[config.mk]
export PLATFORM = sky130hd
export DESIGN_NAME = smf_top
export DESIGN_NICKNAME = d
export VERILOG_FILES = /design/src/hdl/smf_pkg.sv /design/src/hdl/smf_shift_if.sv /design/src/hdl/smf_sync.sv /design/src/hdl/smf_shift.sv /design/src/hdl/smf_top.sv
export SDC_FILE = /design/constraint.sdc
export NUM_CORES = 1
export LEC_CHECK = 0
export BUFFER_PORTS_ARGS = -buffer_cell sky130_fd_sc_hd__buf_2
export CAP_MARGIN = 20
export CELL_PAD_IN_SITES_DETAIL_PLACEMENT = 1
export CELL_PAD_IN_SITES_GLOBAL_PLACEMENT = 1
export CORE_ASPECT_RATIO = 1.25
export CORE_MARGIN = 1.5
export CORE_UTILIZATION = 44
export DETAILED_ROUTE_END_ITERATION = 8
export PLACE_DENSITY = 0.82
export SLEW_MARGIN = 5
export SYNTH_ARGS = -nofsm -noshare
export SYNTH_HDL_FRONTEND = slang
export SYNTH_SLANG_ARGS = --single-unit
[constraint.sdc]
create_clock -name sys_clk -period 2.4 [get_ports sys_clk]
set_input_delay 0.48 -clock sys_clk [delete_from_list [all_inputs] [get_ports sys_clk]]
set_output_delay 0.48 -clock sys_clk [all_outputs]
set_load 0.01 [all_outputs]
[src/hdl/smf_pkg.sv]
// constants and types shared by the mode-fault and pin-control block
package smf_pkg;

	////////////////////////////////////////////////////////////////////////
	// register word addresses on the avalon slave
	localparam int ADR_W = 3;
	localparam logic [2:0] ADR_CTRL = 3'h0;
	localparam logic [2:0] ADR_STAT = 3'h1;
	localparam logic [2:0] ADR_MASK = 3'h2;
	localparam logic [2:0] ADR_DATA = 3'h3;
	localparam logic [2:0] ADR_PDIR = 3'h4;
	localparam logic [2:0] ADR_PDAT = 3'h5;

	////////////////////////////////////////////////////////////////////////
	// control register fields
	localparam int CB_EN = 0;
	localparam int CB_MSTR = 1;
	localparam int CB_CLOCK_PHASE = 2;
	localparam int CB_CPOL = 3;
	localparam int CB_FDEN = 4;
	localparam int CB_ERROR_INTERRUPT_ENABLE = 5;

	// status and mask fields
	localparam int SB_RXF = 0;
	localparam int SB_OVR = 1;
	localparam int SB_MODE_FAULT_FLAG = 2;
	localparam int SB_TXE = 3;

	// pin positions in port direction and port data
	localparam int PB_SCK = 0;
	localparam int PB_MOSI = 1;
	localparam int PB_MISO = 2;
	localparam int PB_SEL = 3;

	////////////////////////////////////////////////////////////////////////
	// values after reset
	localparam logic [5:0] CTRL_RST = 6'h00;
	localparam logic [3:0] STAT_RST = 4'h8;
	localparam logic [3:0] MASK_RST = 4'h0;
	localparam logic [3:0] PDIR_RST = 4'h0;
	localparam logic [3:0] PDAT_RST = 4'h0;
	localparam logic [7:0] BYTE_RST = 8'h00;

	////////////////////////////////////////////////////////////////////////
	// bit counts and master clock timing
	localparam int BYTE_W = 8;
	localparam int CNT_W = 4;
	localparam logic [3:0] CNT_LAST = 4'h7;
	localparam logic [3:0] CNT_FULL = 4'h8;
	localparam int SYS_CLK_MHZ = 10;
	localparam int LINK_HALF_NS = 400;
	localparam int HALF_RAW = (LINK_HALF_NS * SYS_CLK_MHZ) / 1000;
	localparam int HALF_CYC = (HALF_RAW < 1) ? 1 : HALF_RAW;

	// transfer state
	typedef enum logic [1:0] {X_IDLE, X_MASTER, X_SLAVE} smf_xfer_t;

endpackage : smf_pkg

[src/hdl/smf_shift_if.sv]
// carrier between the control logic and the byte shifter
`timescale 1ns/1ns
interface smf_shift_if;
	logic clr;
	logic load;
	logic sample;
	logic shift;
	logic bit_in;
	logic bit_out;
	logic [7:0] load_data;
	logic [7:0] data;
	logic [3:0] cnt;
	modport ctl (output clr, load, sample, shift, bit_in, load_data,
		input bit_out, data, cnt);
	modport sh (input clr, load, sample, shift, bit_in, load_data,
		output bit_out, data, cnt);
endinterface : smf_shift_if

[src/hdl/smf_sync.sv]
// two-flop synchroniser for pin inputs
`timescale 1ns/1ns
module smf_sync #(
	parameter int W = 1
) (
	input wire logic sys_clk, // system clock
	input wire logic rst_n, // async reset, active low
	input wire logic clk_en, // freezes state while low
	input wire logic [W-1:0] d, // asynchronous levels
	output logic [W-1:0] q // synchronised levels
);
	logic [W-1:0] meta_r;
	logic [W-1:0] q_r;

	// first stage feeds only the second
	always_ff @(posedge sys_clk or negedge rst_n) begin
		if (!rst_n) begin
			meta_r <= '0;
			q_r <= '0;
		end else if (clk_en) begin
			meta_r <= d;
			q_r <= meta_r;
		end
	end

	assign q = q_r;
endmodule : smf_sync

[src/hdl/smf_shift.sv]
// byte shifter with held sample bit and sample counter
`timescale 1ns/1ns
module smf_shift (
	input wire logic sys_clk, // system clock
	input wire logic rst_n, // async reset, active low
	input wire logic clk_en, // freezes state while low
	smf_shift_if.sh bus // control and data
);
	import smf_pkg::*;

	logic [7:0] sreg_r;
	logic held_r;
	logic [3:0] cnt_r;

	// sample captures a bit, shift moves it in and presents the next
	always_ff @(posedge sys_clk or negedge rst_n) begin
		if (!rst_n) begin
			sreg_r <= BYTE_RST;
			held_r <= 1'b0;
			cnt_r <= '0;
		end else if (clk_en) begin
			if (bus.clr) begin
				sreg_r <= BYTE_RST;
				cnt_r <= '0;
			end else if (bus.load) begin
				sreg_r <= bus.load_data;
				cnt_r <= '0;
			end else begin
				if (bus.sample) begin
					held_r <= bus.bit_in;
					cnt_r <= cnt_r + 4'h1;
				end
				if (bus.shift) begin
					sreg_r <= {sreg_r[6:0],
						bus.sample ? bus.bit_in : held_r};
				end
			end
		end
	end

	assign bus.bit_out = sreg_r[7];
	assign bus.data = sreg_r;
	assign bus.cnt = cnt_r;
endmodule : smf_shift

[src/hdl/smf_top.sv]
// serial peripheral mode-fault detection, framing and pin control
//
// Summary of operation
// RL1 - master drives clock and master-out, slave drives master-in
// RL2 - fault: slave select rises mid-transfer, or master select goes low
// RL3 - fault flag sets only with detect enable; disabling keeps set flag
// RL4 - fault with error enable raises the shared receive/error interrupt
// RL5 - master fault: disable, set transmit-empty, clear counter, port pins
// RL6 - software clears port directions before re-enabling after a fault
// RL7 - phase 0 slave: start on select fall, end idle after bit eight
// RL8 - phase 1 slave: start when clock leaves idle with select low
// RL9 - fault keeps master-select bit; that bit idle while disabled
// RL10 - phase 0 select then deselect faults; phase 1 does not
// RL11 - phase 0 slave drives top data bit once select goes low
// RL12 - enabled block owns clock and master-out direction
// RL13 - one byte is exchanged per eight serial clock cycles
// RL14 - phase 0 master toggles select between bytes; phase 1 may not
// RL15 - slave select is always input; detect enable still gates faults
// RL16 - deselected slave floats master-in and ignores clock edges
// RL17 - master select is port pin without detect, input with it
// RL18 - select pin level readable through port data when input
// RL19 - select and clock inputs synchronised before use
//
// Design decisions made here: the register addresses and the Avalon-MM slave port.
`timescale 1ns/1ns
module smf_top #(
	parameter int HALF = smf_pkg::HALF_CYC // master clock half period
) (
	input wire logic sys_clk, // system clock
	input wire logic rst_n, // async reset, active low
	input wire logic clk_en, // freezes all state while low
	input wire logic [smf_pkg::ADR_W-1:0] avs_address, // word address
	input wire logic avs_read, // read request
	input wire logic avs_write, // write request
	input wire logic [31:0] avs_writedata, // write data
	input wire logic [3:0] avs_byteenable, // byte lanes
	output logic [31:0] avs_readdata, // read data
	output logic avs_waitrequest, // stall
	output logic irq, // level interrupt
	input wire logic serial_clock_pin, // clock pin level
	output logic serial_clock_drv, // clock pin drive value
	output logic serial_clock_oe, // clock pin drive enable
	input wire logic mosi_pin, // master-out pin level
	output logic mosi_drv, // master-out drive value
	output logic mosi_oe, // master-out drive enable
	input wire logic miso_pin, // master-in pin level
	output logic miso_drv, // master-in drive value
	output logic miso_oe, // master-in drive enable
	input wire logic select_pin, // select pin level, active low
	output logic select_drv, // select drive value
	output logic select_oe // select drive enable
);
	import smf_pkg::*;

	////////////////////////////////////////////////////////////////////////
	// declarations
	logic [5:0] ctrl_r;
	logic [3:0] stat_r;
	logic [3:0] mask_r;
	logic [3:0] pdir_r;
	logic [3:0] pdat_r;
	logic [7:0] tx_r;
	logic [7:0] rx_r;
	logic [31:0] rdata_r;
	logic ack_r;
	smf_xfer_t xs_r;
	logic [7:0] div_r;
	logic sck_gen_r;
	logic sck_q_r;
	logic ss_q_r;
	logic done_r;
	logic [3:0] pin_s;
	logic [3:0] oe_nxt;
	logic [3:0] drv_nxt;
	logic [3:0] oe_r;
	logic [3:0] drv_r;
	logic [7:0] rd_mux;
	logic [3:0] stat_set;
	logic [3:0] stat_clr;
	logic en, mstr, clock_phase, cpol, fden, error_interrupt_enable;
	logic sck_s, mosi_s, miso_s, ss_s;
	logic req, acc, rd_stat, wr_ok;
	logic slave_on, ss_fall, s_edge, s_lead, s_trail;
	logic m_tick, m_lead, m_trail;
	logic m_start, s_start0, s_start1, s_abort;
	logic lead_e, trail_e, done;
	logic mf_master, mf_slave;

	smf_shift_if sif();

	////////////////////////////////////////////////////////////////////////
	// control fields
	assign en = ctrl_r[CB_EN];
	assign mstr = ctrl_r[CB_MSTR];
	assign clock_phase = ctrl_r[CB_CLOCK_PHASE];
	assign cpol = ctrl_r[CB_CPOL];
	assign fden = ctrl_r[CB_FDEN];
	assign error_interrupt_enable = ctrl_r[CB_ERROR_INTERRUPT_ENABLE];

	// pin inputs pass two flops; select enters inverted so reset reads idle
	smf_sync #(.W(4)) u_sync (
		.sys_clk(sys_clk),
		.rst_n(rst_n),
		.clk_en(clk_en),
		.d({~select_pin, miso_pin, mosi_pin, serial_clock_pin}),
		.q(pin_s)
	); // RL19

	assign sck_s = pin_s[PB_SCK];
	assign mosi_s = pin_s[PB_MOSI];
	assign miso_s = pin_s[PB_MISO];
	assign ss_s = ~pin_s[PB_SEL];

	// byte shifter
	smf_shift u_shift (
		.sys_clk(sys_clk),
		.rst_n(rst_n),
		.clk_en(clk_en),
		.bus(sif.sh)
	);

	////////////////////////////////////////////////////////////////////////
	// avalon slave: one wait state, registered read data
	assign req = avs_read | avs_write;
	assign acc = req & ack_r & clk_en;
	assign avs_waitrequest = req & ~(ack_r & clk_en);
	assign wr_ok = acc & avs_write & avs_byteenable[0];
	assign rd_stat = acc & avs_read & (avs_address == ADR_STAT);
	assign avs_readdata = rdata_r;

	// wait-state toggle
	always_ff @(posedge sys_clk or negedge rst_n) begin
		if (!rst_n) begin
			ack_r <= 1'b0;
		end else if (clk_en) begin
			ack_r <= req & ~ack_r;
		end
	end

	// read mux, unmapped addresses read zero
	always_comb begin
		rd_mux = 8'h00;
		if (avs_address == ADR_CTRL) begin
			rd_mux = {2'h0, ctrl_r};
		end else if (avs_address == ADR_STAT) begin
			rd_mux = {4'h0, stat_r};
		end else if (avs_address == ADR_MASK) begin
			rd_mux = {4'h0, mask_r};
		end else if (avs_address == ADR_DATA) begin
			rd_mux = rx_r;
		end else if (avs_address == ADR_PDIR) begin
			rd_mux = {4'h0, pdir_r};
		end else if (avs_address == ADR_PDAT) begin
			rd_mux = {4'h0, (oe_r & pdat_r) |
				(~oe_r & (pin_s ^ (4'h1 << PB_SEL)))}; // RL18
		end
	end

	// capture read data in the wait cycle
	always_ff @(posedge sys_clk or negedge rst_n) begin
		if (!rst_n) begin
			rdata_r <= 32'h0000_0000;
		end else if (clk_en && avs_read && !ack_r) begin
			rdata_r <= {24'h00_0000, rd_mux};
		end
	end

	////////////////////////////////////////////////////////////////////////
	// edge detection and transfer framing
	assign slave_on = en & ~mstr;
	assign ss_fall = ss_q_r & ~ss_s;
	assign s_edge = sck_s ^ sck_q_r;
	assign s_lead = s_edge & (sck_q_r == cpol);
	assign s_trail = s_edge & (sck_s == cpol);
	assign m_tick = (xs_r == X_MASTER) && (div_r == 8'(HALF - 1));
	assign m_lead = m_tick & (sck_gen_r == cpol);
	assign m_trail = m_tick & (sck_gen_r != cpol);

	// fault sources
	assign mf_master = en & mstr & fden & ~ss_s; // RL2 RL17
	assign s_abort = (xs_r == X_SLAVE) & ss_s; // RL16
	assign mf_slave = s_abort & slave_on; // RL2 RL10

	// starts of a transfer
	assign m_start = en & mstr & (xs_r == X_IDLE) & ~stat_r[SB_TXE] &
		~mf_master;
	assign s_start0 = slave_on & ~clock_phase & ss_fall & (xs_r == X_IDLE); // RL7
	assign s_start1 = slave_on & clock_phase & ~ss_s & s_lead &
		(xs_r == X_IDLE); // RL8

	// deselected slave sees no edges
	assign lead_e = (m_lead) | ((xs_r == X_SLAVE) & s_lead & ~ss_s) |
		s_start1; // RL16
	assign trail_e = (m_trail) | ((xs_r == X_SLAVE) & s_trail & ~ss_s);

	// end when clock returns to idle after the eighth bit
	assign done = trail_e & (clock_phase ? (sif.cnt == CNT_LAST) :
		(sif.cnt == CNT_FULL)); // RL7 RL8 RL13

	// shifter control
	assign sif.clr = mf_master | s_abort | ~en; // RL5 RL16
	assign sif.load = m_start | s_start0 | s_start1; // RL11
	assign sif.load_data = tx_r;
	assign sif.bit_in = mstr ? miso_s : mosi_s;
	assign sif.sample = clock_phase ? trail_e : lead_e;
	assign sif.shift = clock_phase ? ((lead_e & (sif.cnt != 4'h0)) |
		(trail_e & (sif.cnt == CNT_LAST))) : trail_e; // RL13

	// transfer state
	always_ff @(posedge sys_clk or negedge rst_n) begin
		if (!rst_n) begin
			xs_r <= X_IDLE;
		end else if (clk_en) begin
			case (xs_r)
				X_IDLE: begin
					if (m_start) begin
						xs_r <= X_MASTER;
					end else if (s_start0 || s_start1) begin
						xs_r <= X_SLAVE;
					end
				end
				X_MASTER: begin
					if (mf_master || !en || !mstr || done) begin
						xs_r <= X_IDLE; // RL5
					end
				end
				X_SLAVE: begin
					if (s_abort || !slave_on || done) begin
						xs_r <= X_IDLE;
					end
				end
				default: begin
					xs_r <= X_IDLE;
				end
			endcase
		end
	end

	// master clock generator, idles at the polarity level
	always_ff @(posedge sys_clk or negedge rst_n) begin
		if (!rst_n) begin
			div_r <= 8'h00;
			sck_gen_r <= 1'b0;
		end else if (clk_en) begin
			if (xs_r != X_MASTER || mf_master) begin
				div_r <= 8'h00;
				sck_gen_r <= cpol;
			end else if (m_tick) begin
				div_r <= 8'h00;
				sck_gen_r <= ~sck_gen_r;
			end else begin
				div_r <= div_r + 8'h01;
			end
		end
	end

	// previous pin levels for edge detection, and done delayed one cycle
	always_ff @(posedge sys_clk or negedge rst_n) begin
		if (!rst_n) begin
			sck_q_r <= 1'b0;
			ss_q_r <= 1'b1;
			done_r <= 1'b0;
		end else if (clk_en) begin
			sck_q_r <= sck_s;
			ss_q_r <= ss_s;
			done_r <= done;
		end
	end

	////////////////////////////////////////////////////////////////////////
	// software registers
	always_ff @(posedge sys_clk or negedge rst_n) begin
		if (!rst_n) begin
			ctrl_r <= CTRL_RST;
		end else if (clk_en) begin
			if (wr_ok && avs_address == ADR_CTRL) begin
				ctrl_r <= avs_writedata[5:0];
			end
			if (mf_master) begin
				ctrl_r[CB_EN] <= 1'b0; // RL5 RL9
			end
		end
	end

	// mask, port direction and port data latches
	always_ff @(posedge sys_clk or negedge rst_n) begin
		if (!rst_n) begin
			mask_r <= MASK_RST;
			pdir_r <= PDIR_RST; // RL6
			pdat_r <= PDAT_RST;
		end else if (clk_en) begin
			if (wr_ok && avs_address == ADR_MASK) begin
				mask_r <= avs_writedata[3:0];
			end
			if (wr_ok && avs_address == ADR_PDIR) begin
				pdir_r <= avs_writedata[3:0];
			end
			if (wr_ok && avs_address == ADR_PDAT) begin
				pdat_r <= avs_writedata[3:0];
			end
		end
	end

	// transmit byte and received byte
	always_ff @(posedge sys_clk or negedge rst_n) begin
		if (!rst_n) begin
			tx_r <= BYTE_RST;
			rx_r <= BYTE_RST;
		end else if (clk_en) begin
			if (wr_ok && avs_address == ADR_DATA) begin
				tx_r <= avs_writedata[7:0];
			end
			if (done_r && !stat_r[SB_RXF]) begin
				rx_r <= sif.data;
			end
		end
	end

	// status events; set wins, a read clears only the flags it returned
	always_comb begin
		stat_set = 4'h0;
		stat_set[SB_RXF] = done_r;
		stat_set[SB_OVR] = done_r & stat_r[SB_RXF];
		stat_set[SB_MODE_FAULT_FLAG] = fden & (mf_master | mf_slave); // RL3 RL15
		stat_set[SB_TXE] = sif.load | mf_master; // RL5
		stat_clr = 4'h0;
		stat_clr[SB_RXF] = rd_stat & rdata_r[SB_RXF];
		stat_clr[SB_OVR] = rd_stat & rdata_r[SB_OVR];
		stat_clr[SB_MODE_FAULT_FLAG] = rd_stat & rdata_r[SB_MODE_FAULT_FLAG];
		stat_clr[SB_TXE] = wr_ok & (avs_address == ADR_DATA);
	end

	// status register
	always_ff @(posedge sys_clk or negedge rst_n) begin
		if (!rst_n) begin
			stat_r <= STAT_RST;
		end else if (clk_en) begin
			stat_r <= (stat_r & ~stat_clr) | stat_set; // RL3
		end
	end

	// one interrupt line shared by receive, error and transmit-empty flags
	assign irq = |(stat_r & mask_r & {1'b1, error_interrupt_enable, error_interrupt_enable, error_interrupt_enable}); // RL4

	////////////////////////////////////////////////////////////////////////
	// pin direction and drive
	always_comb begin
		oe_nxt = pdir_r;
		drv_nxt = pdat_r;
		if (en) begin
			oe_nxt[PB_SCK] = mstr; // RL1 RL12
			oe_nxt[PB_MOSI] = mstr; // RL1 RL12
			oe_nxt[PB_MISO] = ~mstr & ~ss_s; // RL1 RL16
			drv_nxt[PB_SCK] = sck_gen_r;
			drv_nxt[PB_MOSI] = sif.bit_out;
			drv_nxt[PB_MISO] = sif.bit_out; // RL11
			if (!mstr || fden) begin
				oe_nxt[PB_SEL] = 1'b0; // RL15 RL17
			end
		end
		if (mf_master) begin
			oe_nxt = pdir_r; // RL5
			drv_nxt = pdat_r;
		end
	end

	// pin outputs come from flops
	always_ff @(posedge sys_clk or negedge rst_n) begin
		if (!rst_n) begin
			oe_r <= 4'h0;
			drv_r <= 4'h0;
		end else if (clk_en) begin
			oe_r <= oe_nxt;
			drv_r <= drv_nxt;
		end
	end

	assign serial_clock_oe = oe_r[PB_SCK];
	assign serial_clock_drv = drv_r[PB_SCK];
	assign mosi_oe = oe_r[PB_MOSI];
	assign mosi_drv = drv_r[PB_MOSI];
	assign miso_oe = oe_r[PB_MISO];
	assign miso_drv = drv_r[PB_MISO];
	assign select_oe = oe_r[PB_SEL];
	assign select_drv = drv_r[PB_SEL];

endmodule : smf_top

==> flow_metrics.tcl <==
set metrics [dict create \
    outcome "finished clean" \
    wl_mm 11.9 \
    grt_max_degree 83 \
    p_per_area_nw_per_um2 744 \
    hold_path.class "input port to flop" \
    postCtsSetupRepairBufs 0 \
    synth_top_flop_cell "dfrtp_1" \
    h-tree-depth 3 \
    vias 3451 \
    clock_skew_ps 8.32 \
    end_kind "flop" \
    first_pass_iters 4 \
    synthMuxAreaShare_pct 16.4 \
    nets 526 \
    grt_use_met3_pct 3.19 \
    port_buffers 38 \
    drv_slew 0 \
    track_usage_pct 22.9 \
    synth_top_family_by_area "multiplexers" \
    max_freq_mhz 445 \
    die_area_sq_um 11400 \
    timing.final.crit_period_ps 2250 \
    fin_cells 611 \
    drt_iter0_markers 220 \
    post-route-period-util_pct 93.7 \
    ant_nets 0 \
    utilization_pct 50.8 \
    setup_tns_ps 0 \
    async_reset_ff_share_pct 100 \
    yosysUniqueCellTypes 66 \
    fp.coreArea_sq_um 10500 \
    synth_edf_count 0 \
    setup_slack_ps 152 \
    synth_compound_area_share_pct 13.9 \
    timing_hold_violations_final 0 \
    antenna_found_initial 0 \
    synthXorXnorAreaFrac_pct 0.740 \
    wl_per_cell_microns 19.4 \
    grt_pass1_vias 3665 \
    dp_hpwl_mm 8.80 \
    syn2layout_area_growth_pct 12.8 \
    die_w_microns 95.8 \
    numCtsBuffers 9 \
    finalPower_mw 3.97 \
    rsz0062_at_grt "no" \
    grt_first_pass_wirelength_mm 19.4 \
    drc 0 \
    path_max_fanout 15 \
    netlist_area_sq_um 4740 \
    yosys.area_share.adder_pct 0.793 \
    cts_tree "yes" \
    setup_viol 0 \
    netlist.area_leader.share_pct 46.5 \
    place_inst 595 \
    yosysSeqAreaShare_pct 47.6 \
    n_antenna_cell 0 \
    required_ps 2610 \
    synth_top_area_cell "dfrtp_1" \
    num_rows 42 \
    synth_warnings 0 \
    yosys.area_share.simple_pct 13.7 \
    netlist_instances 427 \
    pre_cts_ws_ps 126 \
    peakVddDrop_mv 0.515 \
    drive_above_1_share_pct 29.6 \
    clock-sinks 90 \
    ys_ff_latch 90 \
    cap_violations 0 \
    start_util_pct 45.1 \
    ios 90 \
    cts_buffer_depth 2 \
    critPathArrivalTime_ps 2460 \
    clk_pin_slew_ps 60 \
    overflow 0 \
    globalRouteMet1Util_pct 25.7 \
    die_y_microns 119 \
    path_class "flop to flop" \
    synth.area.top_cells "dfrtp_1 46%, mux2_2 11%, mux2i_1 4.2%, buf_4 4.1%, nand2_1 3.3%" \
    clock_latency_ps 340 \
    start_kind "flop" \
    avgViaCountPerCell 5.65 \
    grt_busiest_layer "met2" \
    root_buffer "clkbuf_16" \
    place_congestion 0.855 \
    synth_area_per_cell_sq_um 11.1 \
    cellLeakagePower_nw 2.48 \
    grt_util_met2_pct 41.6 \
]
[repair_timing]
action / 4_1_cts / 5_1_grt
gates resized for setup: 0 / 2
endpoints found under the hold margin: 8 / 0
hold buffers: 1 / 0
endpoints found under the setup margin: 0 / 5
[final timing paths]
check,cells after the start,from,slack [ps],end
setup / recovery,8,div_r[1],150,u_shift.bus.data[0]
hold / removal,2,select_pin,320,u_sync.meta_r[3]
setup reg to reg,8,div_r[1],150,u_shift.bus.data[0]
hold reg to reg,2,avs_readdata[5],480,avs_readdata[5]
max in group asynchronous,3,rst_n,1220,sif.load_data[0]
min in group asynchronous,2,rst_n,510,div_r[6]
[area by class of cell]
| cell class | instances | area [sq um] |
|---|---|---|
| well taps | 132 | 165 |
| inverters | 13 | 48.8 |
| flip-flops and latches | 90 | 2260 |
| clock buffers | 13 | 260 |
| multi-input cells | 305 | 2260 |
| fillers | 1135 | 5170 |
| clock inverters | 2 | 12.5 |
| repair buffers | 56 | 343 |
[cells by family after synthesis]
logic type | Yosys count
AND/OR/NAND/NOR | 121
flip-flops | 90
AO/OA/AOI/OAI | 84
multiplexers | 69
buffers and inverters | 55
XOR/XNOR | 4
adder cells (fa/ha/maj) | 3
other | 1
[power by group]
part / leakage (nW) / switching, mW / internal (mW)
combinational: 1.16 / 0.434 / 0.333
sequential: 1.19 / 0.190 / 1.71
clock: 0.132 / 0.559 / 0.752
[cell usage in the layout, fill, tap and decap left out, types with 3 or more instances in the layout]
cell       instances
nand4_1            7
dfrtp_1           87
a31oi_1            5
a22o_1             4
and3_1             3
ha_1               3
buf_4             17
nand2b_1           3
clkbuf_16          9
o31ai_2            3
o31ai_4            3
nor3b_1            3
o21ai_0           25
inv_1             12
a21oi_1           13
nor2_1            25
mux2_2            46
o31ai_1            6
nor2b_1            5
nand2_1           42
conb_1            24
buf_2             37
nor3_1             5
mux2i_1           20
nand3_1           10
[flip-flops by register name, indices dropped and copies added, names as in the netlist, 6 cells and up]
signal            count
avs_readdata          8
ctrl_r                6
sif.load_data         8
rx_r                  8
div_r                 8
u_shift.bus.data      8
[critical path, cell delays in order (launching register included)]
cell and delay (ps):
dfrtp_1 420, ha_1 210, nor3b_4 260, nand4_1 210
a311oi_2 450, o31ai_4 80, buf_4 220, a2bb2oi_1 170
o21ai_0 100
[per-layer routing]
layer,share of wire [%],wire [microns]
met1,38,4460
met2,57,6720
met3,2.7,315
met4,3.2,383
met5,0,0
[synthesized netlist by cell type, types with 5 or more instances]
master,number
nand2_1,42
inv_1,12
nand4_1,7
clkbuf_1,8
buf_4,26
nor3_1,5
a31oi_1,5
mux2i_1,20
o31ai_1,6
nor2b_1,5
nor2_1,25
buf_2,5
mux2_2,46
nand3_1,10
dfrtp_1,88
o21ai_0,25
a21oi_1,13
[per-stage QoR]
stage / hold slack (ps) / area, sq um
floorplan: 184 / 4820
CTS: 312 / 5330
finish: 321 / 5340
global route: 326 / 5340
detailed placement: 317 / 5050
global placement: 316 / 5050
(Power assumes the default switching activity.)
